[src/dua_pkg.sv]
// Shared constants and types for the upstream D-channel arbiter.
// Assumes an IOM-2 TE frame of 12 octet timeslots, one data bit per link bit clock.
package dua_pkg;

  // Frame geometry: 12 timeslots of 8 bits
  localparam logic [6:0] FRAME_BITS_M1 = 7'h5F;
  // Upstream D bits sit in the first two bits of channel 0, timeslot 3
  localparam logic [6:0] D_POS_FIRST = 7'h18;
  localparam logic [6:0] D_POS_LAST = 7'h19;
  // Bit 5 of the last octet of channel 2, sent third, MSB first
  localparam logic [6:0] SG_POS = 7'h5A;

  // Mode field values that select this application
  localparam logic [1:0] MODE_INT_NT = 2'h3;
  localparam logic [2:0] DIM_SG_EVAL = 3'h1;

  // Consecutive-ones thresholds
  localparam int ONES_W = 4;
  localparam logic [3:0] NEED_P8 = 4'h8;
  localparam logic [3:0] NEED_P8_LOW = 4'h9;
  localparam logic [3:0] NEED_P10 = 4'hA;
  localparam logic [3:0] NEED_P10_LOW = 4'hB;
  localparam logic [3:0] ABORT_ONES = 4'h7;
  localparam logic [3:0] ONES_MAX = 4'hF;

  // Width of one buffered S-bus D word (two D bits per frame)
  localparam int DWORD_W = 2;

  // Static configuration, driven by the register logic around the block
  typedef struct packed {
    logic [2:0] transceiver_mode_field;
    logic [2:0] dchan_interface_mode;
    logic te_frame;
    logic tic_enable;
    logic iom_access_priority;
  } dua_cfg_t;

  // Arbiter states
  typedef enum logic [1:0] {
    ST_READY,
    ST_IDLE,
    ST_BUSY
  } dua_state_t;

endpackage

[src/dua_sync.sv]
// Two-flop synchroniser for a group of slow pin levels.
// Assumes the inputs come from outside the clk domain and change slowly.
`timescale 1ns/100ps
`default_nettype none
module dua_sync #(
  parameter int W = 1
) (
  // Clock and reset
  input wire logic clk,
  input wire logic rst_n,
  // Levels
  input wire logic [W-1:0] d,
  output logic [W-1:0] q
);

  logic [W-1:0] meta_r; // First stage, read only by the second
  logic [W-1:0] meta_nxt;
  logic [W-1:0] q_r;
  logic [W-1:0] q_nxt;

  // Next values: plain shift
  always_comb begin
    meta_nxt = d;
    q_nxt = meta_r;
  end

  // Register both stages; pins idle high
  always_ff @(posedge clk or negedge rst_n) begin
    if (!rst_n) begin
      meta_r <= '1;
      q_r <= '1;
    end else begin
      meta_r <= meta_nxt;
      q_r <= q_nxt;
    end
  end

  assign q = q_r;

endmodule
`default_nettype wire

[src/dua_fifo.sv]
// Small FIFO of flip-flops with valid/ready on both sides.
// Assumes source and sink share clk; in_ready comes from a flop.
`timescale 1ns/100ps
`default_nettype none
module dua_fifo #(
  parameter int WIDTH = 2,
  parameter int DEPTH = 2
) (
  // Clock and reset
  input wire logic clk,
  input wire logic rst_n,
  // Filling side
  input wire logic in_valid,
  input wire logic [WIDTH-1:0] in_data,
  output logic in_ready,
  // Draining side
  output logic out_valid,
  output logic [WIDTH-1:0] out_data,
  input wire logic out_ready
);

  localparam int AW = (DEPTH > 1) ? $clog2(DEPTH) : 1;
  localparam int CW = $clog2(DEPTH + 1);

  logic [WIDTH-1:0] mem_r [DEPTH]; // Storage
  logic [WIDTH-1:0] mem_nxt [DEPTH];
  logic [AW-1:0] wp_r, wp_nxt, rp_r, rp_nxt; // Pointers
  logic [CW-1:0] cnt_r, cnt_nxt; // Fill level
  logic rdy_r, rdy_nxt; // Registered room flag
  logic push, pop;

  // Handshakes; a push is refused while full, so nothing is lost
  assign push = in_valid && rdy_r;
  assign pop = out_ready && (cnt_r != '0);

  // Next-state computation
  always_comb begin
    mem_nxt = mem_r;
    wp_nxt = wp_r;
    rp_nxt = rp_r;
    if (push) begin
      mem_nxt[wp_r] = in_data;
      wp_nxt = (wp_r == AW'(DEPTH - 1)) ? '0 : wp_r + 1'b1;
    end
    if (pop) begin
      rp_nxt = (rp_r == AW'(DEPTH - 1)) ? '0 : rp_r + 1'b1;
    end
    cnt_nxt = cnt_r + CW'(push) - CW'(pop);
    rdy_nxt = (cnt_nxt != CW'(DEPTH));
  end

  // Registers only
  always_ff @(posedge clk or negedge rst_n) begin
    if (!rst_n) begin
      for (int i = 0; i < DEPTH; i++) begin
        mem_r[i] <= '0;
      end
      wp_r <= '0;
      rp_r <= '0;
      cnt_r <= '0;
      rdy_r <= 1'b1;
    end else begin
      mem_r <= mem_nxt;
      wp_r <= wp_nxt;
      rp_r <= rp_nxt;
      cnt_r <= cnt_nxt;
      rdy_r <= rdy_nxt;
    end
  end

  assign in_ready = rdy_r;
  assign out_valid = (cnt_r != '0);
  assign out_data = mem_r[rp_r];

endmodule
`default_nettype wire

[src/dua_arbiter.sv]
// Upstream D-channel arbiter for the intelligent NT application.
// Assumes the IOM-2 bit clock and frame sync arrive on pins from another
// clock domain, and that configuration and permit come from same-clock logic.
`timescale 1ns/100ps
`default_nettype none
// Operation
// - Both upper mode bits set selects intelligent NT
// - Interface mode 001 enables stop/go evaluation
// - Only active with TE frame and TIC bus
// - Stop/go gates controllers, echo inversion gates terminals
// - Count upstream D ones; zero restarts count
// - Count reached and bus-accessed zero grants access
// - Priority selectable as 8 or 10
// - Permit zero stops all sources, no evaluation
// - Ready sends stop; n ones gives go
// - Inverted echo while IOM source holds channel
// - Bus freed: normal echo and stop again
// - n is 8/10 after abort, 9/11 after success
// - After transmission stop until n ones seen
// - Active S D-channel passes into channel 0
// - Permit one allows D-channel transmission
// - Stop/go written into channel 2 always
// - Bus-accessed bit is bit 5, channel 2 up
// - Stop/go is bit 5, channel 2 down, 1=stop
module dua_arbiter #(
  parameter int FIFO_DEPTH = 2
) (
  // Clock and reset
  input wire logic clk,
  input wire logic rst_n,
  // Configuration and exchange permit
  input wire dua_pkg::dua_cfg_t cfg,
  input wire logic line_permit,
  // IOM-2 timing pins
  input wire logic bit_clk_pin,
  input wire logic frame_sync_pin,
  // Upstream data line, open drain
  input wire logic upstream_data_line_in,
  output logic upstream_data_line_out,
  output logic upstream_data_line_oe_n,
  // Downstream data line, stop/go slot
  output logic downstream_data_line_out,
  output logic downstream_data_line_oe_n,
  // S-bus D-channel side
  input wire logic s_dchan_active,
  input wire logic s_d_valid,
  input wire logic [dua_pkg::DWORD_W-1:0] s_d_data,
  output logic s_d_ready,
  // Status towards the S transceiver
  output logic echo_invert,
  output logic stop_go
);

  // Synchronised pin levels
  logic bclk_s, fsync_s, du_s;
  logic bclk_d_r, bclk_d_nxt; // Previous bit clock level for edge finding
  logic rise, fall;

  // Frame position
  logic [6:0] pos_r, pos_nxt;

  // Arbiter state
  dua_pkg::dua_state_t state_r, state_nxt;
  logic [dua_pkg::ONES_W-1:0] ones_r, ones_nxt; // Consecutive ones
  logic [dua_pkg::ONES_W-1:0] ones_inc; // Count after this D bit
  logic low_r, low_nxt; // Lower priority level after success
  logic abort_r, abort_nxt; // Abort seen during current hold
  logic echo_r, echo_nxt;
  logic sg_r, sg_nxt;

  // Pin drive registers
  logic du_out_r, du_out_nxt, du_oe_n_r, du_oe_n_nxt;
  logic dd_out_r, dd_out_nxt, dd_oe_n_r, dd_oe_n_nxt;

  // Decoded conditions
  logic arb_en, d_sample, bac_sample, pass_s;
  logic [dua_pkg::ONES_W-1:0] need;
  logic sg_now;

  // Buffer between S-bus D data and the upstream slot
  logic buf_valid, buf_pop;
  logic [dua_pkg::DWORD_W-1:0] buf_data;

  // Bit clock, frame sync and upstream data all cross from the link
  dua_sync #(
    .W(3)
  ) u_sync (
    .clk(clk),
    .rst_n(rst_n),
    .d({bit_clk_pin, frame_sync_pin, upstream_data_line_in}),
    .q({bclk_s, fsync_s, du_s})
  );

  // Two-entry buffer; the sink only drains in the D slot, so it stalls
  dua_fifo #(
    .WIDTH(dua_pkg::DWORD_W),
    .DEPTH(FIFO_DEPTH)
  ) u_fifo (
    .clk(clk),
    .rst_n(rst_n),
    .in_valid(s_d_valid),
    .in_data(s_d_data),
    .in_ready(s_d_ready),
    .out_valid(buf_valid),
    .out_data(buf_data),
    .out_ready(buf_pop)
  );

  // Edges of the bit clock: drive on rise, sample on fall
  assign rise = bclk_s && !bclk_d_r;
  assign fall = !bclk_s && bclk_d_r;

  // Arbiter runs only in this exact configuration
  assign arb_en = (cfg.transceiver_mode_field[2:1] == dua_pkg::MODE_INT_NT)
    && (cfg.dchan_interface_mode == dua_pkg::DIM_SG_EVAL)
    && cfg.te_frame && cfg.tic_enable;

  // Sample points in the upstream frame
  assign d_sample = fall && ((pos_r == dua_pkg::D_POS_FIRST) || (pos_r == dua_pkg::D_POS_LAST));
  assign bac_sample = fall && (pos_r == dua_pkg::SG_POS);

  // Required ones: base 8 or 10, one more after a success
  always_comb begin
    if (cfg.iom_access_priority) begin
      need = low_r ? dua_pkg::NEED_P10_LOW : dua_pkg::NEED_P10;
    end else begin
      need = low_r ? dua_pkg::NEED_P8_LOW : dua_pkg::NEED_P8;
    end
  end

  // Ones counter step, saturating; a zero bit restarts it
  always_comb begin
    if (!du_s) begin
      ones_inc = '0;
    end else if (ones_r == dua_pkg::ONES_MAX) begin
      ones_inc = ones_r;
    end else begin
      ones_inc = ones_r + 1'b1;
    end
  end

  // Frame position: frame sync at a rising edge restarts the frame
  always_comb begin
    bclk_d_nxt = bclk_s;
    pos_nxt = pos_r;
    if (rise) begin
      if (fsync_s || (pos_r == dua_pkg::FRAME_BITS_M1)) begin
        pos_nxt = '0;
      end else begin
        pos_nxt = pos_r + 1'b1;
      end
    end
  end

  // Timing registers
  always_ff @(posedge clk or negedge rst_n) begin
    if (!rst_n) begin
      bclk_d_r <= 1'b1; // Matches the synchroniser reset level, so no false edge
      pos_r <= '0;
    end else begin
      bclk_d_r <= bclk_d_nxt;
      pos_r <= pos_nxt;
    end
  end

  // Arbitration: ready, idle (go), busy (an IOM-2 source holds the channel)
  always_comb begin
    state_nxt = state_r;
    ones_nxt = ones_r;
    low_nxt = low_r;
    abort_nxt = abort_r;
    if (!arb_en || !line_permit) begin
      // Blocked: nothing is evaluated, stop stays asserted
      state_nxt = dua_pkg::ST_READY;
      ones_nxt = '0;
      abort_nxt = 1'b0;
    end else begin
      // Permit high, channel may be granted
      if (d_sample) begin
        ones_nxt = ones_inc;
        // A ones count of seven or more, carried on from before the hold, marks an abort inside a hold
        if ((state_r == dua_pkg::ST_BUSY) && (ones_inc >= dua_pkg::ABORT_ONES)) begin
          abort_nxt = 1'b1;
        end
      end
      case (state_r)
        dua_pkg::ST_READY: begin
          if (bac_sample && !du_s && (ones_r >= need)) begin
            state_nxt = dua_pkg::ST_BUSY;
            abort_nxt = 1'b0;
          end else if (d_sample && (ones_inc >= need)) begin
            state_nxt = dua_pkg::ST_IDLE;
          end
        end
        dua_pkg::ST_IDLE: begin
          // Controller has won the TIC bus and claimed it
          if (bac_sample && !du_s) begin
            state_nxt = dua_pkg::ST_BUSY;
            abort_nxt = 1'b0;
          end
        end
        dua_pkg::ST_BUSY: begin
          // Bus freed: back to stop, level from how the hold ended
          if (bac_sample && du_s) begin
            state_nxt = dua_pkg::ST_READY;
            low_nxt = !abort_r;
            ones_nxt = '0;
          end
        end
        default: begin
          state_nxt = dua_pkg::ST_READY;
        end
      endcase
    end
    // Echo inverted while blocked by the exchange or held from IOM-2
    echo_nxt = arb_en && (!line_permit || (state_nxt == dua_pkg::ST_BUSY));
    // Stop/go: stop whenever blocked, else stop only in Ready
    sg_nxt = !line_permit || (state_nxt == dua_pkg::ST_READY);
  end

  // Arbiter registers; reset to Ready, normal level, normal echo
  always_ff @(posedge clk or negedge rst_n) begin
    if (!rst_n) begin
      state_r <= dua_pkg::ST_READY;
      ones_r <= '0;
      low_r <= 1'b0;
      abort_r <= 1'b0;
      echo_r <= 1'b0;
      sg_r <= 1'b1;
    end else begin
      state_r <= state_nxt;
      ones_r <= ones_nxt;
      low_r <= low_nxt;
      abort_r <= abort_nxt;
      echo_r <= echo_nxt;
      sg_r <= sg_nxt;
    end
  end

  // Terminals pass through only while no IOM-2 source holds the channel
  assign pass_s = arb_en && s_dchan_active && (state_r != dua_pkg::ST_BUSY) && buf_valid;
  // Pop a word as its second bit goes out
  assign buf_pop = rise && (pos_nxt == dua_pkg::D_POS_LAST) && pass_s;
  assign sg_now = sg_r;

  // Pin drive, changed at rising bit clock edges
  always_comb begin
    du_out_nxt = du_out_r;
    du_oe_n_nxt = du_oe_n_r;
    dd_out_nxt = dd_out_r;
    dd_oe_n_nxt = dd_oe_n_r;
    if (rise) begin
      // Stop/go goes to channel 2 whatever channel is strapped
      if (arb_en && (pos_nxt == dua_pkg::SG_POS)) begin
        dd_out_nxt = sg_now;
        dd_oe_n_nxt = 1'b0;
      end else begin
        dd_out_nxt = 1'b1;
        dd_oe_n_nxt = 1'b1;
      end
      // Wired-or line: only a zero is actively pulled
      if (pass_s && (pos_nxt == dua_pkg::D_POS_FIRST)) begin
        du_out_nxt = buf_data[1];
        du_oe_n_nxt = buf_data[1];
      end else if (pass_s && (pos_nxt == dua_pkg::D_POS_LAST)) begin
        du_out_nxt = buf_data[0];
        du_oe_n_nxt = buf_data[0];
      end else begin
        du_out_nxt = 1'b1;
        du_oe_n_nxt = 1'b1;
      end
    end
    // Disabled arbiter never claims the downstream slot
    if (!arb_en) begin
      dd_out_nxt = 1'b1;
      dd_oe_n_nxt = 1'b1;
    end
  end

  // Pin registers, all released at reset
  always_ff @(posedge clk or negedge rst_n) begin
    if (!rst_n) begin
      du_out_r <= 1'b1;
      du_oe_n_r <= 1'b1;
      dd_out_r <= 1'b1;
      dd_oe_n_r <= 1'b1;
    end else begin
      du_out_r <= du_out_nxt;
      du_oe_n_r <= du_oe_n_nxt;
      dd_out_r <= dd_out_nxt;
      dd_oe_n_r <= dd_oe_n_nxt;
    end
  end

  // Outputs straight from flops
  assign upstream_data_line_out = du_out_r;
  assign upstream_data_line_oe_n = du_oe_n_r;
  assign downstream_data_line_out = dd_out_r;
  assign downstream_data_line_oe_n = dd_oe_n_r;
  assign echo_invert = echo_r;
  assign stop_go = sg_r;

  // Checks

  property p_zero_restart;
    @(posedge clk) disable iff (!rst_n)
    (arb_en && line_permit && d_sample && !du_s) |=> (ones_r == '0);
  endproperty
  a_zero_restart: assert property (p_zero_restart)
    else $error("ones count not restarted by zero bit");

  property p_go_on_count;
    @(posedge clk) disable iff (!rst_n)
    (arb_en && line_permit && state_r == dua_pkg::ST_READY && !bac_sample
      && d_sample && ones_inc >= need) |=> (state_r == dua_pkg::ST_IDLE) ##1 !sg_r;
  endproperty
  a_go_on_count: assert property (p_go_on_count)
    else $error("stop/go not cleared after n ones");

  property p_grant;
    @(posedge clk) disable iff (!rst_n)
    (arb_en && line_permit && state_r == dua_pkg::ST_IDLE && bac_sample && !du_s)
      |=> (state_r == dua_pkg::ST_BUSY) && echo_r;
  endproperty
  a_grant: assert property (p_grant)
    else $error("grant or echo inversion missing");

  property p_release;
    @(posedge clk) disable iff (!rst_n)
    (arb_en && line_permit && state_r == dua_pkg::ST_BUSY && bac_sample && du_s)
      |=> (state_r == dua_pkg::ST_READY) && sg_r && !echo_r && (low_r == !$past(abort_r));
  endproperty
  a_release: assert property (p_release)
    else $error("release did not restore stop and echo");

  property p_need;
    @(posedge clk) disable iff (!rst_n)
    need == (cfg.iom_access_priority ? (low_r ? 4'hB : 4'hA) : (low_r ? 4'h9 : 4'h8));
  endproperty
  a_need: assert property (p_need)
    else $error("required ones count wrong");

  property p_permit_block;
    @(posedge clk) disable iff (!rst_n)
    (arb_en && !line_permit) |=> echo_r && sg_r && (state_r == dua_pkg::ST_READY);
  endproperty
  a_permit_block: assert property (p_permit_block)
    else $error("permit low did not block sources");

  property p_disabled_quiet;
    @(posedge clk) disable iff (!rst_n)
    !arb_en |=> dd_oe_n_r && !echo_r;
  endproperty
  a_disabled_quiet: assert property (p_disabled_quiet)
    else $error("disabled arbiter drove stop/go or echo");

  property p_sg_slot;
    @(posedge clk) disable iff (!rst_n)
    (arb_en && rise && pos_nxt == dua_pkg::SG_POS) |=> !dd_oe_n_r && (dd_out_r == $past(sg_r));
  endproperty
  a_sg_slot: assert property (p_sg_slot)
    else $error("stop/go slot not driven correctly");

  property p_no_pass_busy;
    @(posedge clk) disable iff (!rst_n)
    (state_r == dua_pkg::ST_BUSY && rise) |=> du_oe_n_r;
  endproperty
  a_no_pass_busy: assert property (p_no_pass_busy)
    else $error("S data passed while IOM source holds channel");

endmodule
`default_nettype wire

[config.mk]
export PLATFORM = sky130hd
export DESIGN_NAME = dua_arbiter
export DESIGN_NICKNAME = d
export VERILOG_FILES = /design/src/dua_pkg.sv /design/src/dua_sync.sv /design/src/dua_fifo.sv /design/src/dua_arbiter.sv
export SDC_FILE = /design/constraint.sdc
export NUM_CORES = 1
export LEC_CHECK = 0
export ABC_CLOCK_PERIOD_IN_PS = 6880
export BUFFER_PORTS_ARGS = -buffer_cell sky130_fd_sc_hd__buf_4
export CELL_PAD_IN_SITES_DETAIL_PLACEMENT = 2
export CELL_PAD_IN_SITES_GLOBAL_PLACEMENT = 2
export CORE_MARGIN = 4
export CORE_UTILIZATION = 41
export CTS_BUF_LIST = sky130_fd_sc_hd__clkbuf_4
export DETAILED_ROUTE_END_ITERATION = 10
export PLACE_DENSITY = 0.95
export SLEW_MARGIN = 20
export SYNTH_ARGS = -nofsm -noshare
export SYNTH_HDL_FRONTEND = slang
export SYNTH_SLANG_ARGS = --single-unit
[constraint.sdc]
create_clock -name clk -period 6.88 [get_ports clk]
set_clock_uncertainty 0.15 [all_clocks]
set_input_delay 1.032 -clock clk [delete_from_list [all_inputs] [get_ports clk]]
set_output_delay 1.032 -clock clk [all_outputs]
set_load 0.02 [all_outputs]
Word level (Yosys, flattened, before mapping)
Cells that the tools add are included.
Word-level totals
  output and inout port bits: 7
  register bits after elaboration: 36
  input port bits: 19
Cells by class
  reductions and logical operators: 39
  bitwise gates (word level): 3
  mux-type cells: 39
  add/sub/neg operators: 6
  equality and inequality tests: 16
  $lt $le $gt $ge: 6
Operator list (count)
  $eq A7 B5 Y1 const B: 4
  $logic_and A1 B1 Y1: 24
  $mux W4: 6
  $eq A7 B7 Y1 const B: 3
  $mux W2: 10
  $mux W1: 17
  $mux W7: 2
  $ge A4 B4 Y1: 2
  $add A7 B1 Y7 const B: 1
  $eq A2 B2 Y1 const B: 3
  $logic_not A1 Y1: 6
  $ne A2 B2 Y1 const B: 3
  $pmux W2 S3: 1
  $logic_or A1 B1 Y1: 5
  $add A4 B1 Y4 const B: 1
  $bwmux W4: 1
  $eq A4 B4 Y1 const B: 1
  $ge A2 B2 Y1 const B: 2
  $ge A4 B3 Y1 const B: 1
  $logic_not A2 Y1: 2
  $not A1 Y2: 2
  $eq A3 B1 Y1 const B: 1
  $reduce_and A3 Y1: 1
  $add A1 B1 Y1 const B: 2
  other kinds (8): 8

Depth between registers and ports, before layout
Gate-level depths: netlist of run 1.
  depth after elaboration: 12
  gate-level depth with buffers: 12
  gate-level depth less buffers: 12

By module
Synthesis of run 1 repeated with hierarchy kept, for this count alone.
Second synthesis, totals
  cells, all modules: 195
  area, all modules: 1996.9 um^2
Modules (own cells, without submodules)
  dua_arbiter: area an instance 1431.4 um^2, instances 1, cells an instance 159
  dua_fifo: area an instance 407.9 um^2, instances 1, cells an instance 30
  dua_sync: area an instance 157.7 um^2, instances 1, cells an instance 6

Least setup slack after synthesis of run 1
OpenSTA, ideal clock, no wires.
  path kind: input-to-reg
  start point: input cfg[5] (netlist name)
  end point: register u_fifo.rdy_r, in the netlist u_fifo.in_ready
  setup slack: 3841 ps
  required time: 6649 ps
  arrival: 2808 ps
  stages: 11
  path through: nand4b_1 > or3_1 > a21oi_1 > nand4_1 > nor2b_1 > ha_1 > inv_1 > ha_1 > xnor2_1 > xnor2_1 > nand2b_1
Between the ends
  longest elaborated chain between the ends: 11
Ends and longest elaborated chain
  start: declaration: line dua_arbiter.sv:32  | input wire dua_pkg::dua_cfg_t cfg,
  $eq A3 B1 Y1: line dua_arbiter.sv:115  | && (cfg.dchan_interface_mode == dua_pkg::DIM_SG_EVAL)
  $logic_and A1 B1 Y1: line dua_arbiter.sv:115
  $logic_and A1 B1 Y1 (2 in a row): line dua_arbiter.sv:116  | && cfg.te_frame && cfg.tic_enable;
  $logic_and A1 B1 Y1 (3 in a row): line dua_arbiter.sv:241  | assign pass_s = arb_en && s_dchan_active && (state_r != dua_pkg::ST_BUSY) && buf_valid;
  $logic_and A1 B1 Y1: line dua_arbiter.sv:243  | assign buf_pop = rise && (pos_nxt == dua_pkg::D_POS_LAST) && pass_s;
  $logic_and A1 B1 Y1: line dua_fifo.sv:34  | assign pop = out_ready && (cnt_r != '0);
  via u_fifo.pop: line dua_fifo.sv:30  | logic push, pop;
  $sub A2 B1 Y2: line dua_fifo.sv:48  | cnt_nxt = cnt_r + CW'(push) - CW'(pop);
  via u_fifo.cnt_nxt[1]: line dua_fifo.sv:28  | logic [CW-1:0] cnt_r, cnt_nxt;
  $ne A2 B2 Y1: line dua_fifo.sv:49  | rdy_nxt = (cnt_nxt != CW'(DEPTH));
  via u_fifo.rdy_nxt: line dua_fifo.sv:29  | logic rdy_r, rdy_nxt;
  end signal: assignment: line dua_fifo.sv:67  | rdy_r <= rdy_nxt;
  end: declaration: line dua_fifo.sv:29
The timed path passes the listed nets, and every way through them passes these cells.
A chain may end at the register's enable or synchronous reset.

Worst setup path after layout of run 1
  start point: register pos_r[0]
  end point: register u_fifo.rdy_r, in the netlist u_fifo.in_ready
Between the ends
  longest elaborated chain between the ends: 10
Ends and longest elaborated chain
  start: declaration: line dua_arbiter.sv:60  | logic [6:0] pos_r, pos_nxt;
  start signal: assignment: line dua_arbiter.sv:162  | pos_r <= pos_nxt;
  branches (longest 3 deep; another with $add A7 B1 Y7)
  $mux W7 (*): line dua_arbiter.sv:146  | if (rise) begin
  $eq A7 B5 Y1 (*): line dua_arbiter.sv:243
  $logic_and A1 B1 Y1 (*) (2 in a row): line dua_arbiter.sv:243
  $logic_and A1 B1 Y1 (*): line dua_fifo.sv:34
  via u_fifo.pop: line dua_fifo.sv:30
  $sub A2 B1 Y2 (*): line dua_fifo.sv:48
  via u_fifo.cnt_nxt[1]: line dua_fifo.sv:28
  $ne A2 B2 Y1 (*): line dua_fifo.sv:49
  via u_fifo.rdy_nxt: line dua_fifo.sv:29
Mark *: on every way through the listed nets, which the timed path passes.

==> metrics.md, run 1 <==
| Metric | Value |
|---|---|
| Portion of the post-synthesis area used by sequential elements | 44.10% |
| Deepest clock path buffer count | 2 |
| Worst Path Required | 7000 ps |
| Max-slew violations | 0 |
| Final worst path period share | 48.81% |
| Die height | 79.18 um |
| Worst Path Arrival | 3480 ps |
| Fraction of the mapped netlist area in adder cells | 6.627% |
| Cell leakage power | 1.055 nW |
| Area share of the largest cell type after synthesis | 28.92% |
| Pwr per Cell Area | 230.2 nW/um^2 |
| Fraction of final layout cells with drive strength greater than 1 | 25.00% |
| Yosys reg bits | 36 |
| Average vias per placed instance | 6.198 |
| Clock tree from TritonCTS | built |
| Post-Route Setup TNS | 0 ps |
| Most frequent cell on the critical path | sky130_fd_sc_hd__ha_1 |
| Vias after detailed routing | 1878 |
| Number of fill cells | 495 |
| PortBufs | 24 |
| Nets | 265 |
| Pin count of the biggest net entering global routing | 37 |
| Post-synthesis net count | 239 |
| Initial DRC count | 220 |
| Path class of the lowest-slack min-delay path | reg2reg |
| Core area | 4817 um^2 |
| Multiplexer area fraction after synthesis | 5.241% |
| Setup Crit Path Kind | reg2reg |
| Core Rows | 25 |
| CP peak stage delay | 580 ps |
| Synth Area per Inst | 9.938 um^2 |
| Placed Instance Area | 2311 um^2 |
| TritonCTS Buffers | 5 |
| Synth warnings | 0 |
| Post-synthesis share of cell area spent on xor and xnor gates | 2.108% |
| Area fraction in compound gates after synthesis | 16.45% |
| Hold Vio Cnt, Final | 0 |
| Critical path startpoint category | register |
| Synthesized cell area | 2077 um^2 |
| Clock-pin transition on the worst setup and hold timing paths | 140 ps |
| GRT Util Overall | 27.51% |
| Final weighted congestion in routability-driven placement | 0.8235 |
| Most used DFF post-synth | sky130_fd_sc_hd__dfrtp_1 |
| Number of antenna violations at the first check in global routing | 0 |
| Share of flip-flops with an asynchronous set or reset after synthesis | 100.0% |
| Top cell family by delay on the critical path | simple AND/OR/NAND/NOR gates |
| Area growth from synthesis to layout | 15.12% |
| Achievable Freq | 0.2978 GHz |
| Vias in the first global route | 2150 |
| Post_cts resized | 0 |
| Main combinational cell family by area after synthesis | simple AND/OR/NAND/NOR gates |
| Series of cell instances along the critical path | ha_1 -> and4_2 -> a21boi_0 -> nor4_1 -> nand4_1 -> nor2b_1 -> ha_1 -> inv_1 -> ha_1 -> xnor2_1 -> xnor2_1 -> nand2b_1 |
| Effective utilization at floorplan | 43.12% |
| Rel. slew slack | 49.31% |
| Number of enable-type register cells in the synthesized netlist | 0 |
| Ports | 26 |
| Worst-skew pair later-pin latency | 360 ps |
| Number of max-cap violations | 0 |
| Max Fanout on Critical Path | 9 |
| Least-Margin Pin Slew | 753.4 ps |
| Final cell area excluding filler cells | 2391 um^2 |
| Crit path buf inv count | 1 |
| Root Buffer | sky130_fd_sc_hd__clkbuf_4 |
| H-tree depth reported by CTS | 2 |
| Post-DR wirelength/cell | 26.01 um |
| Clock period minus final worst setup slack | 3358 ps |
| Gate Count Post-Synth | 209 |
| Total Wirelength | 7881 um |
| Most frequent standard cell in the layout excluding fill and tap cells | sky130_fd_sc_hd__buf_4 |
| Largest cells by area after synthesis | sky130_fd_sc_hd__dfrtp_1, sky130_fd_sc_hd__dfstp_2, sky130_fd_sc_hd__ha_1, sky130_fd_sc_hd__mux2_2, sky130_fd_sc_hd__o21ai_0 |
| Largest area contributor in the synthesized netlist | sky130_fd_sc_hd__dfrtp_1 |
| Distinct cell type count after synthesis | 49 |
| RSZ-0062 raised after global routing | false |
| Number of clock sinks seen by CTS | 36 |
| Post-detailed-placement half-perimeter wirelength | 5111 um |
| Post-route ant nets | 0 |
| GR Overflow Total | 0 |
| DIE WIDTH | 79.18 um |
| Floorplan die area | 6269 um^2 |
| Setup-failing EPs final | 0 |
| DRC violations left | 0 |
| First-pass iteration count of the detailed router | 4 |
| Outcome | finished, final reports clean |
| Top library cells by usage in the layout, fill and taps aside | sky130_fd_sc_hd__buf_4, sky130_fd_sc_hd__dfrtp_1, sky130_fd_sc_hd__nor2_1 |
| Antenna cell count | 0 |
| Total power after layout | 0.5504 mW |
| Post-CTS setup buffer count | 0 |
| Global-route wire length before repair | 12750 um |
| Element type at the critical path end | register |
| Number of hold buffers added after cts | 0 |
| CP max-delay cell | sky130_fd_sc_hd__dfrtp_1 |
| Fraction of the mapped netlist area in simple logic gates | 21.14% |
| Maximum resistive drop on vdd | 0.0001770 V |
-- stage by stage --
| stage | hold slack [ps] | setup slack [ps] | cells | utilization (%) |
|---|---|---|---|---|
| 2_1_floorplan | 195.2 | 3841 | 209 | - |
| 3_3_place_gp | 195.3 | 3439 | 295 | 47.97 |
| 3_5_place_dp | 197.2 | 3307 | 295 | 47.97 |
| 4_1_cts | 220.3 | 3557 | 303 | 49.64 |
| 5_1_grt | 227.8 | 3374 | 303 | 49.64 |
| 6_report | 218.3 | 3522 | 303 | 49.64 |
-- worst register-to-register path, delay by kind of cell (launching register included) --
family | cells | cell delay (ps)
simple gates | 5 | 1210
fa+ha+maj | 3 | 790
flops | 1 | 580
xor+xnor | 2 | 320
compound gates | 1 | 170
buf+inv | 1 | 70
-- worst paths after layout --
path | slack (ps) | endpoint | depth (start not counted) | from
max | 3520 | u_fifo.in_ready$_DFF_PN1_ | 12 | pos_r[0]$_DFF_PN0_
min | 220 | u_sync.q[0]$_DFF_PN1_ | 0 | u_sync.meta_r[0]$_DFF_PN1_
max reg2reg | 3520 | u_fifo.in_ready$_DFF_PN1_ | 12 | pos_r[0]$_DFF_PN0_
min reg2reg | 220 | u_sync.q[0]$_DFF_PN1_ | 0 | u_sync.meta_r[0]$_DFF_PN1_
max in group asynchronous | 5760 | upstream_data_line_oe_n$_DFFE_PN1P_ | 1 | rst_n
min in group asynchronous | 460 | pos_r[4]$_DFF_PN0_ | 1 | rst_n
-- Yosys cell counts, types with 2 or more instances --
library cell                count
sky130_fd_sc_hd__nand3_1       11
sky130_fd_sc_hd__nand4_1        2
sky130_fd_sc_hd__mux2i_1        3
sky130_fd_sc_hd__o22ai_1        2
sky130_fd_sc_hd__o211a_1        2
sky130_fd_sc_hd__nor2b_1        5
sky130_fd_sc_hd__o21ai_0       14
sky130_fd_sc_hd__a21boi_0       3
sky130_fd_sc_hd__o31ai_1        3
sky130_fd_sc_hd__a31oi_1        2
sky130_fd_sc_hd__inv_1         14
sky130_fd_sc_hd__nand2b_1       5
sky130_fd_sc_hd__nor3_1         5
sky130_fd_sc_hd__dfstp_2       12
sky130_fd_sc_hd__ha_1          11
sky130_fd_sc_hd__nor2_1        16
sky130_fd_sc_hd__o2111ai_1      2
sky130_fd_sc_hd__xnor2_1        5
sky130_fd_sc_hd__o211ai_1       2
sky130_fd_sc_hd__and3b_1        2
sky130_fd_sc_hd__nand2_1       15
sky130_fd_sc_hd__dfrtp_1       24
sky130_fd_sc_hd__a21oi_1        7
sky130_fd_sc_hd__buf_4          2
sky130_fd_sc_hd__mux2_2         7
sky130_fd_sc_hd__clkbuf_1       3
sky130_fd_sc_hd__or3_1          3
sky130_fd_sc_hd__nor4_1         5
sky130_fd_sc_hd__nor3b_1        2
-- layout make-up --
class                           instances  area (um^2)  area share, %
Clock inverter                          3        42.54          1.779
Inverter                               14        52.55          2.198
Tap cell                               67        83.83          3.506
Multi-Input combinational cell        153         1071          44.79
Clock buffer                            5        37.54          1.570
Timing Repair Buffer                   25        187.7          7.849
Sequential cell                        36        915.9          38.30
-- sequential cells by signal, indices dropped and copies added, names as in the netlist, 2 cells and up --
register / cells
pos_r: 7
ones_r: 4
u_fifo.cnt_r: 2
state_r: 2
u_sync.meta_r: 3
u_sync.q: 3
u_fifo.mem_r: 4
-- cells by family (layout without fill, tap and decap cells) --
logic type | after synthesis | in the layout
mux | 10 | 10
flops | 36 | 36
buf+inv | 20 | 47
simple gates | 78 | 78
compound gates | 49 | 49
xor+xnor | 5 | 5
fa+ha+maj | 11 | 11
-- routing by layer --
metal,vias to the layer above,track usage (%),routed length (um)
li1,811,-,-
met1,960,32.16,3117
met4,0,11.17,281
met3,29,7.143,448
met5,-,0,0
met2,78,47.73,4034
-- report_power, final --
group	switching [mW]	internal, mW	leakage [nW]
registers	0.0300	0.244	0.444
logic	0.0640	0.0538	0.570
clock network	0.0829	0.0758	0.0412
No activity file was read; power rests on OpenSTA's default activity.
==> run 2, diff against run 1 <==
ABC_CLOCK_PERIOD_IN_PS = 3460   (was 6880)
CORE_UTILIZATION = 38   (was 41)
PLACE_DENSITY = 0.94   (was 0.95)
clock period = 3.46 ns   (was 6.88 ns; I/O delays follow)
==> run 2 against run 1 <==
Final cell count is 1.3% higher. Count of clock-buffer cells in the layout rose by 1. Worst setup slack worse by 3400 ps. Sequential share of layout area up 0.25 points. Die area increased by 7.1%. Global-route usage down 1.6 points. Clock power grew 47%. Fmax increased by 0.97%. Final area shrank 0.37%. First-iteration DRC count is 39% lower. Via count decreased by 0.11%.
==> metrics.md, run 2 (same netlist as run 1, synthesis figures left out) <==
| Metric | Value |
|---|---|
| Number of fill cells | 550 |
| TritonCTS Buffers | 5 |
| Global-route wire length before repair | 12490 um |
| Post-route ant nets | 0 |
| Root Buffer | sky130_fd_sc_hd__clkbuf_4 |
| Flop pwr share | 53.1% |
| Total Wirelength | 7701 um |
| Number of antenna violations at the first check in global routing | 0 |
| Worst Path Required | 3570 ps |
| Worst Path Arrival | 3440 ps |
| Portion of total power attributed to the clock network | 22.7% |
| Area growth from synthesis to layout | 14.70% |
| Antenna cell count | 0 |
| Number of clock sinks seen by CTS | 36 |
| Maximum resistive drop on vdd | 0.0004314 V |
| Worst setup slack for register-to-register paths | 130 ps |
| Element type at the critical path end | register |
| Number of cells after detailed placement | 298 |
| Critical register-to-register path startpoint | u_sync.q[2]$_DFF_PN1_ |
| Clock tree from TritonCTS | built |
| Internal Power | 0.6786 mW |
| Series of cell instances along the critical path | nand2b_1 -> or4_1 -> nand3_1 -> nand4_1 -> nor2b_1 -> ha_1 -> inv_1 -> ha_1 -> xnor2_1 -> xnor2_1 -> nand2b_1 |
| CP peak stage delay | 610 ps |
| Final worst path period share | 96.12% |
| Achievable Freq | 0.3007 GHz |
| Core Rows | 26 |
| Capture instance of the worst register-to-register path | u_fifo.in_ready$_DFF_PN1_ |
| Least-Margin Pin Slew | 619.6 ps |
| Clock-pin transition on the worst setup and hold timing paths | 110 ps |
| Post-Route Setup TNS | 0 ps |
| Top cell family by delay on the critical path | simple AND/OR/NAND/NOR gates |
| Deepest clock path buffer count | 2 |
| Final weighted congestion in routability-driven placement | 0.7680 |
| Pwr per Cell Area | 429.6 nW/um^2 |
| GR Overflow Total | 0 |
| Register name with the most flops | pos_r |
| WHS | 128.0 ps |
| Top library cells by usage in the layout, fill and taps aside | sky130_fd_sc_hd__buf_4, sky130_fd_sc_hd__dfrtp_1, sky130_fd_sc_hd__nor2_1 |
| Effective utilization at floorplan | 39.90% |
| Outcome | finished, final reports clean |
| Path class of the lowest-slack min-delay path | in2reg |
| First-pass iteration count of the detailed router | 5 |
| Proportion of power drawn by combinational gates | 24.2% |
| Number of stages on the worst hold path | 1 |
| Placed Instance Area | 2315 um^2 |
| Final cell area excluding filler cells | 2382 um^2 |
| Max-slew violations | 0 |
| Number of max-cap violations | 0 |
| Final standard cell count with taps included and fillers excluded | 307 |
| PortBufs | 24 |
| H-tree depth reported by CTS | 2 |
| Average vias per placed instance | 6.111 |
| Pin count of the biggest net entering global routing | 37 |
| Crit path buf inv count | 1 |
| Largest registers | pos_r (7), ones_r (4), u_fifo.mem_r (4) |
| CP max-delay cell | sky130_fd_sc_hd__or4_1 |
| Post-detailed-placement half-perimeter wirelength | 5241 um |
| Most frequent standard cell in the layout excluding fill and tap cells | sky130_fd_sc_hd__buf_4 |
| Launch point of the worst hold path | frame_sync_pin |
| Setup Crit Path Kind | reg2reg |
| Ports | 26 |
| Setup-failing EPs final | 0 |
| Critical path startpoint category | register |
| Floorplan die area | 6713 um^2 |
| Die height | 81.93 um |
| DRC violations left | 0 |
| Worst hold endpoint | u_sync.meta_r[1]$_DFF_PN1_ |
| GRT Util Overall | 25.88% |
| Rel. slew slack | 58.61% |
| Core area | 5205 um^2 |
| Post-DR wirelength/cell | 25.08 um |
| Hold Vio Cnt, Final | 0 |
| Clock period minus final worst setup slack | 3326 ps |
| Fraction of final layout cells with drive strength greater than 1 | 25.32% |
| Flip-flop count of the largest register, all copies and words added | 7 |
| Max Fanout on Critical Path | 9 |
| Number of cells on the worst reg-to-reg path | 11 |
| Post-CTS setup buffer count | 0 |
| Initial DRC count | 135 |
| Vias in the first global route | 2222 |
| Switching share of power | 33.69% |
| Vias after detailed routing | 1876 |
| RSZ-0062 raised after global routing | false |
| DIE WIDTH | 81.93 um |
| Cell leakage power | 1.043 nW |
| P_sw | 0.3448 mW |
| Worst-skew pair later-pin latency | 350 ps |
| Nets | 266 |
==> run 2: cell types whose count changed in the layout (fill, tap and decap cells not counted) <==
cell                            previous run  this run
sky130_fd_sc_hd__ha_2                      0         1
sky130_fd_sc_hd__dlygate4sd3_1             0         1
sky130_fd_sc_hd__dfrtp_1                  24        22
sky130_fd_sc_hd__clkbuf_4                  5         6
sky130_fd_sc_hd__clkinvlp_4                1         0
sky130_fd_sc_hd__clkinv_1                  0         2
sky130_fd_sc_hd__clkinv_2                  1         0
sky130_fd_sc_hd__dfrtp_2                   0         2
sky130_fd_sc_hd__ha_1                     11        10
sky130_fd_sc_hd__bufinv_16                 1         0
==> run 2: power groups by stage <==
stage	Combinational, mW	Clock, mW	Sequential [mW]
6_report	0.248	0.233	0.543
4_1_cts	0.235	0.237	0.540
2_1_floorplan	0.144	0	0.529
3_5_place_dp	0.232	0	0.547
5_1_grt	0.271	0.254	0.550
3_3_place_gp	0.199	0	0.535
==> run 2: final cells by class <==
class	count	area, um^2	share of cell area, %
multi-input cells	153	1074	45.06
flip-flops and latches	36	918.4	38.55
repair buffers	26	197.7	8.298
well taps	70	87.58	3.676
inverters	14	52.55	2.206
clock buffers	6	45.04	1.891
clock inverters	2	7.507	0.3151
==> run 2: routing by layer <==
layer | global-route usage [%] | share of wire, %
met5 | 0 | 0
met4 | 12.46 | 3.2
met3 | 5.154 | 4.1
met1 | 30.28 | 41
met2 | 44.99 | 52
==> run 2: worst max-delay path by stage <==
stage                           from                        end  slack (ps)  cells after the start
6_report       u_sync.q[2]$_DFF_PN1_  u_fifo.in_ready$_DFF_PN1_         130                     11
5_1_grt        u_sync.q[2]$_DFF_PN1_  u_fifo.in_ready$_DFF_PN1_          20                     11
4_1_cts           pos_r[0]$_DFF_PN0_  u_fifo.in_ready$_DFF_PN1_         160                     12
3_5_place_dp                  cfg[5]  u_fifo.in_ready$_DFF_PN1_         240                     12
3_3_place_gp      pos_r[0]$_DFF_PN0_  u_fifo.in_ready$_DFF_PN1_         530                     12
2_1_floorplan     pos_r[0]$_DFF_PN0_  u_fifo.in_ready$_DFF_PN1_         840                     12
==> run 2: repair_timing <==
action / in CTS / in global routing
endpoints found under the setup margin: 0 / 2
hold buffers: 1 / 0
endpoints found under the hold margin: 24 / 0
resized for setup: 0 / 3
==> run 2: through the flow <==
stage	power, mW	util (%)	worst slack [ps]
after floorplan	0.6732	-	842.2
after global placement	0.7341	44.47	534.1
after detailed placement	0.7793	44.47	236.1
after CTS	1.012	45.67	162.9
after global routing	1.075	45.77	20.39
final	1.023	45.77	134.1
==> run 3, diff against run 2 <==
RECOVER_POWER = 50   (was default)
==> run 3 against run 2 <==
The run now ends with capacitance limit, slew limit left. Register-to-register slack improved by 40 ps. Critical path depth unchanged. Via count down 0.59%. Critical endpoint unchanged. Largest cell class unchanged.
==> metrics.md, run 3 (same netlist as run 1, synthesis figures left out) <==
| Metric | Value |
|---|---|
| Average vias per placed instance | 6.075 |
| Floorplan die area | 6713 um^2 |
| GR Overflow Total | 0 |
| Clock-pin transition on the worst setup and hold timing paths | 110 ps |
| Element type at the critical path end | register |
| Clock period minus final worst setup slack | 3289 ps |
| Final standard cell count with taps included and fillers excluded | 307 |
| Area growth from synthesis to layout | 14.52% |
| Setup Crit Path Kind | reg2reg |
| Clock tree from TritonCTS | built |
| Post-route ant nets | 0 |
| Number of cells after detailed placement | 298 |
| Number of max-cap violations | 1 |
| Worst-skew pair later-pin latency | 360 ps |
| Final weighted congestion in routability-driven placement | 0.7680 |
| Achievable Freq | 0.3040 GHz |
| Max-slew violations | 37 |
| Least-Margin Pin Slew | 2005 ps |
| Post-CTS setup buffer count | 0 |
| Total Wirelength | 7687 um |
| Post-DR wirelength/cell | 25.04 um |
| PortBufs | 24 |
| DRC violations left | 0 |
| Outcome | finished, violations left |
| Ports | 26 |
| Core Rows | 26 |
| Path class of the lowest-slack min-delay path | in2reg |
| Top library cells by usage in the layout, fill and taps aside | sky130_fd_sc_hd__dfrtp_1, sky130_fd_sc_hd__buf_4, sky130_fd_sc_hd__nor2_1 |
| TritonCTS Buffers | 5 |
| Critical path startpoint category | register |
| Number of fill cells | 552 |
| Worst Path Arrival | 3410 ps |
| Most frequent standard cell in the layout excluding fill and tap cells | sky130_fd_sc_hd__dfrtp_1 |
| Post-detailed-placement half-perimeter wirelength | 5241 um |
| Core area | 5205 um^2 |
| Die height | 81.93 um |
| Vias in the first global route | 2222 |
| Deepest clock path buffer count | 2 |
| Number of antenna violations at the first check in global routing | 0 |
| Rel. slew slack | -33.68% |
| Fraction of final layout cells with drive strength greater than 1 | 24.47% |
| Hold Vio Cnt, Final | 0 |
| DIE WIDTH | 81.93 um |
| Setup-failing EPs final | 0 |
| H-tree depth reported by CTS | 2 |
| Pwr per Cell Area | 429.2 nW/um^2 |
| Post-Route Setup TNS | 0 ps |
| First-pass iteration count of the detailed router | 4 |
| Pin count of the biggest net entering global routing | 37 |
| Worst Path Required | 3580 ps |
| Initial DRC count | 137 |
| Flip-flop count of the largest register, all copies and words added | 7 |
| Max Fanout on Critical Path | 9 |
| Final worst path period share | 95.06% |
| Largest registers | pos_r (7), ones_r (4), u_fifo.mem_r (4) |
| GRT Util Overall | 25.88% |
| Number of stages on the worst hold path | 1 |
| Global-route wire length before repair | 12490 um |
| Failing checks | capacitance limit, slew limit |
| Effective utilization at floorplan | 39.90% |
| Antenna cell count | 0 |
| Nets | 266 |
| Cell leakage power | 1.038 nW |
| Register name with the most flops | pos_r |
| Maximum resistive drop on vdd | 0.0004255 V |
| Root Buffer | sky130_fd_sc_hd__clkbuf_4 |
| Number of cells on the worst reg-to-reg path | 11 |
| RSZ-0062 raised after global routing | false |
| Vias after detailed routing | 1865 |
| Number of clock sinks seen by CTS | 36 |
-- run 3: changes by cell type in the layout (fill, tap and decap cells not counted) --
cell and delta:
sky130_fd_sc_hd__buf_4 -4, sky130_fd_sc_hd__dfstp_1 +1, sky130_fd_sc_hd__clkbuf_4 +3, sky130_fd_sc_hd__clkbuf_1 +1, sky130_fd_sc_hd__dfstp_2 -1
-- run 3: what timing repair did --
action                                 4_1_cts  5_1_grt
resized for setup                            0        3
setup endpoints to repair                    0        2
hold buffers                                 1        0
endpoints found under the hold margin       24        0
-- run 3: per-layer routing --
| layer | routed length, um | global-route usage [%] | part of all wire (%) | up-vias |
|---|---|---|---|---|
| li1 | - | - | - | 809 |
| met1 | 3008 | 30.28 | 39 | 942 |
| met2 | 3977 | 44.99 | 52 | 89 |
| met3 | 430 | 5.154 | 5.6 | 25 |
| met4 | 271 | 12.46 | 3.5 | 0 |
| met5 | 0 | 0 | 0 | - |
-- run 3: final timing paths --
path	start	end	slack, ps
worst max-delay path	u_sync.q[2]$_DFF_PN1_	u_fifo.in_ready$_DFF_PN1_	170
worst min-delay path	bit_clk_pin	u_sync.meta_r[2]$_DFF_PN1_	120
worst max register to register	u_sync.q[2]$_DFF_PN1_	u_fifo.in_ready$_DFF_PN1_	170
worst min register to register	u_sync.meta_r[2]$_DFF_PN1_	u_sync.q[2]$_DFF_PN1_	220
max in group asynchronous	rst_n	pos_r[0]$_DFF_PN0_	690
min in group asynchronous	rst_n	u_fifo.rp_r$_DFFE_PN0P_	1150
-- run 3: power by group --
part | internal (mW) | switching, mW | total (mW)
logic | 0.108 | 0.137 | 0.245
clock network | 0.0832 | 0.151 | 0.234
registers | 0.485 | 0.0563 | 0.541
total | 0.676 | 0.344 | 1.02
-- run 3: final cells by class --
class	instances	area (um^2)	area share, %
Multi-Input combinational cell	153	1074	45.13
Sequential cell	36	918.4	38.61
Timing Repair Buffer	26	193.9	8.154
Tap cell	70	87.58	3.682
Inverter	14	52.55	2.209
Clock buffer	6	45.04	1.894
Clock inverter	2	7.507	0.3156
-- run 3: critical path: stages (launching register included) --
cell	delay [ps]
sky130_fd_sc_hd__dfstp_2	600
sky130_fd_sc_hd__nand2b_1	250
sky130_fd_sc_hd__or4_1	610
sky130_fd_sc_hd__nand3_1	180
sky130_fd_sc_hd__nand4_1	160
sky130_fd_sc_hd__nor2b_1	230
sky130_fd_sc_hd__ha_1	280
sky130_fd_sc_hd__inv_1	70
sky130_fd_sc_hd__ha_1	190
sky130_fd_sc_hd__xnor2_1	100
sky130_fd_sc_hd__xnor2_1	280
sky130_fd_sc_hd__nand2b_1	110
-- run 3: metrics by stage --
stage	hold WS, ps	util, %	area (um^2)	worst slack [ps]	total power, mW
floorplan	73.41	-	2077	842.2	0.6732
global placement	195.4	44.47	2315	534.1	0.7341
detailed placement	200.0	44.47	2315	236.1	0.7793
CTS	107.9	45.67	2377	162.9	1.012
global route	99.71	45.70	2379	22.67	1.073
finish	123.3	45.70	2379	170.9	1.021
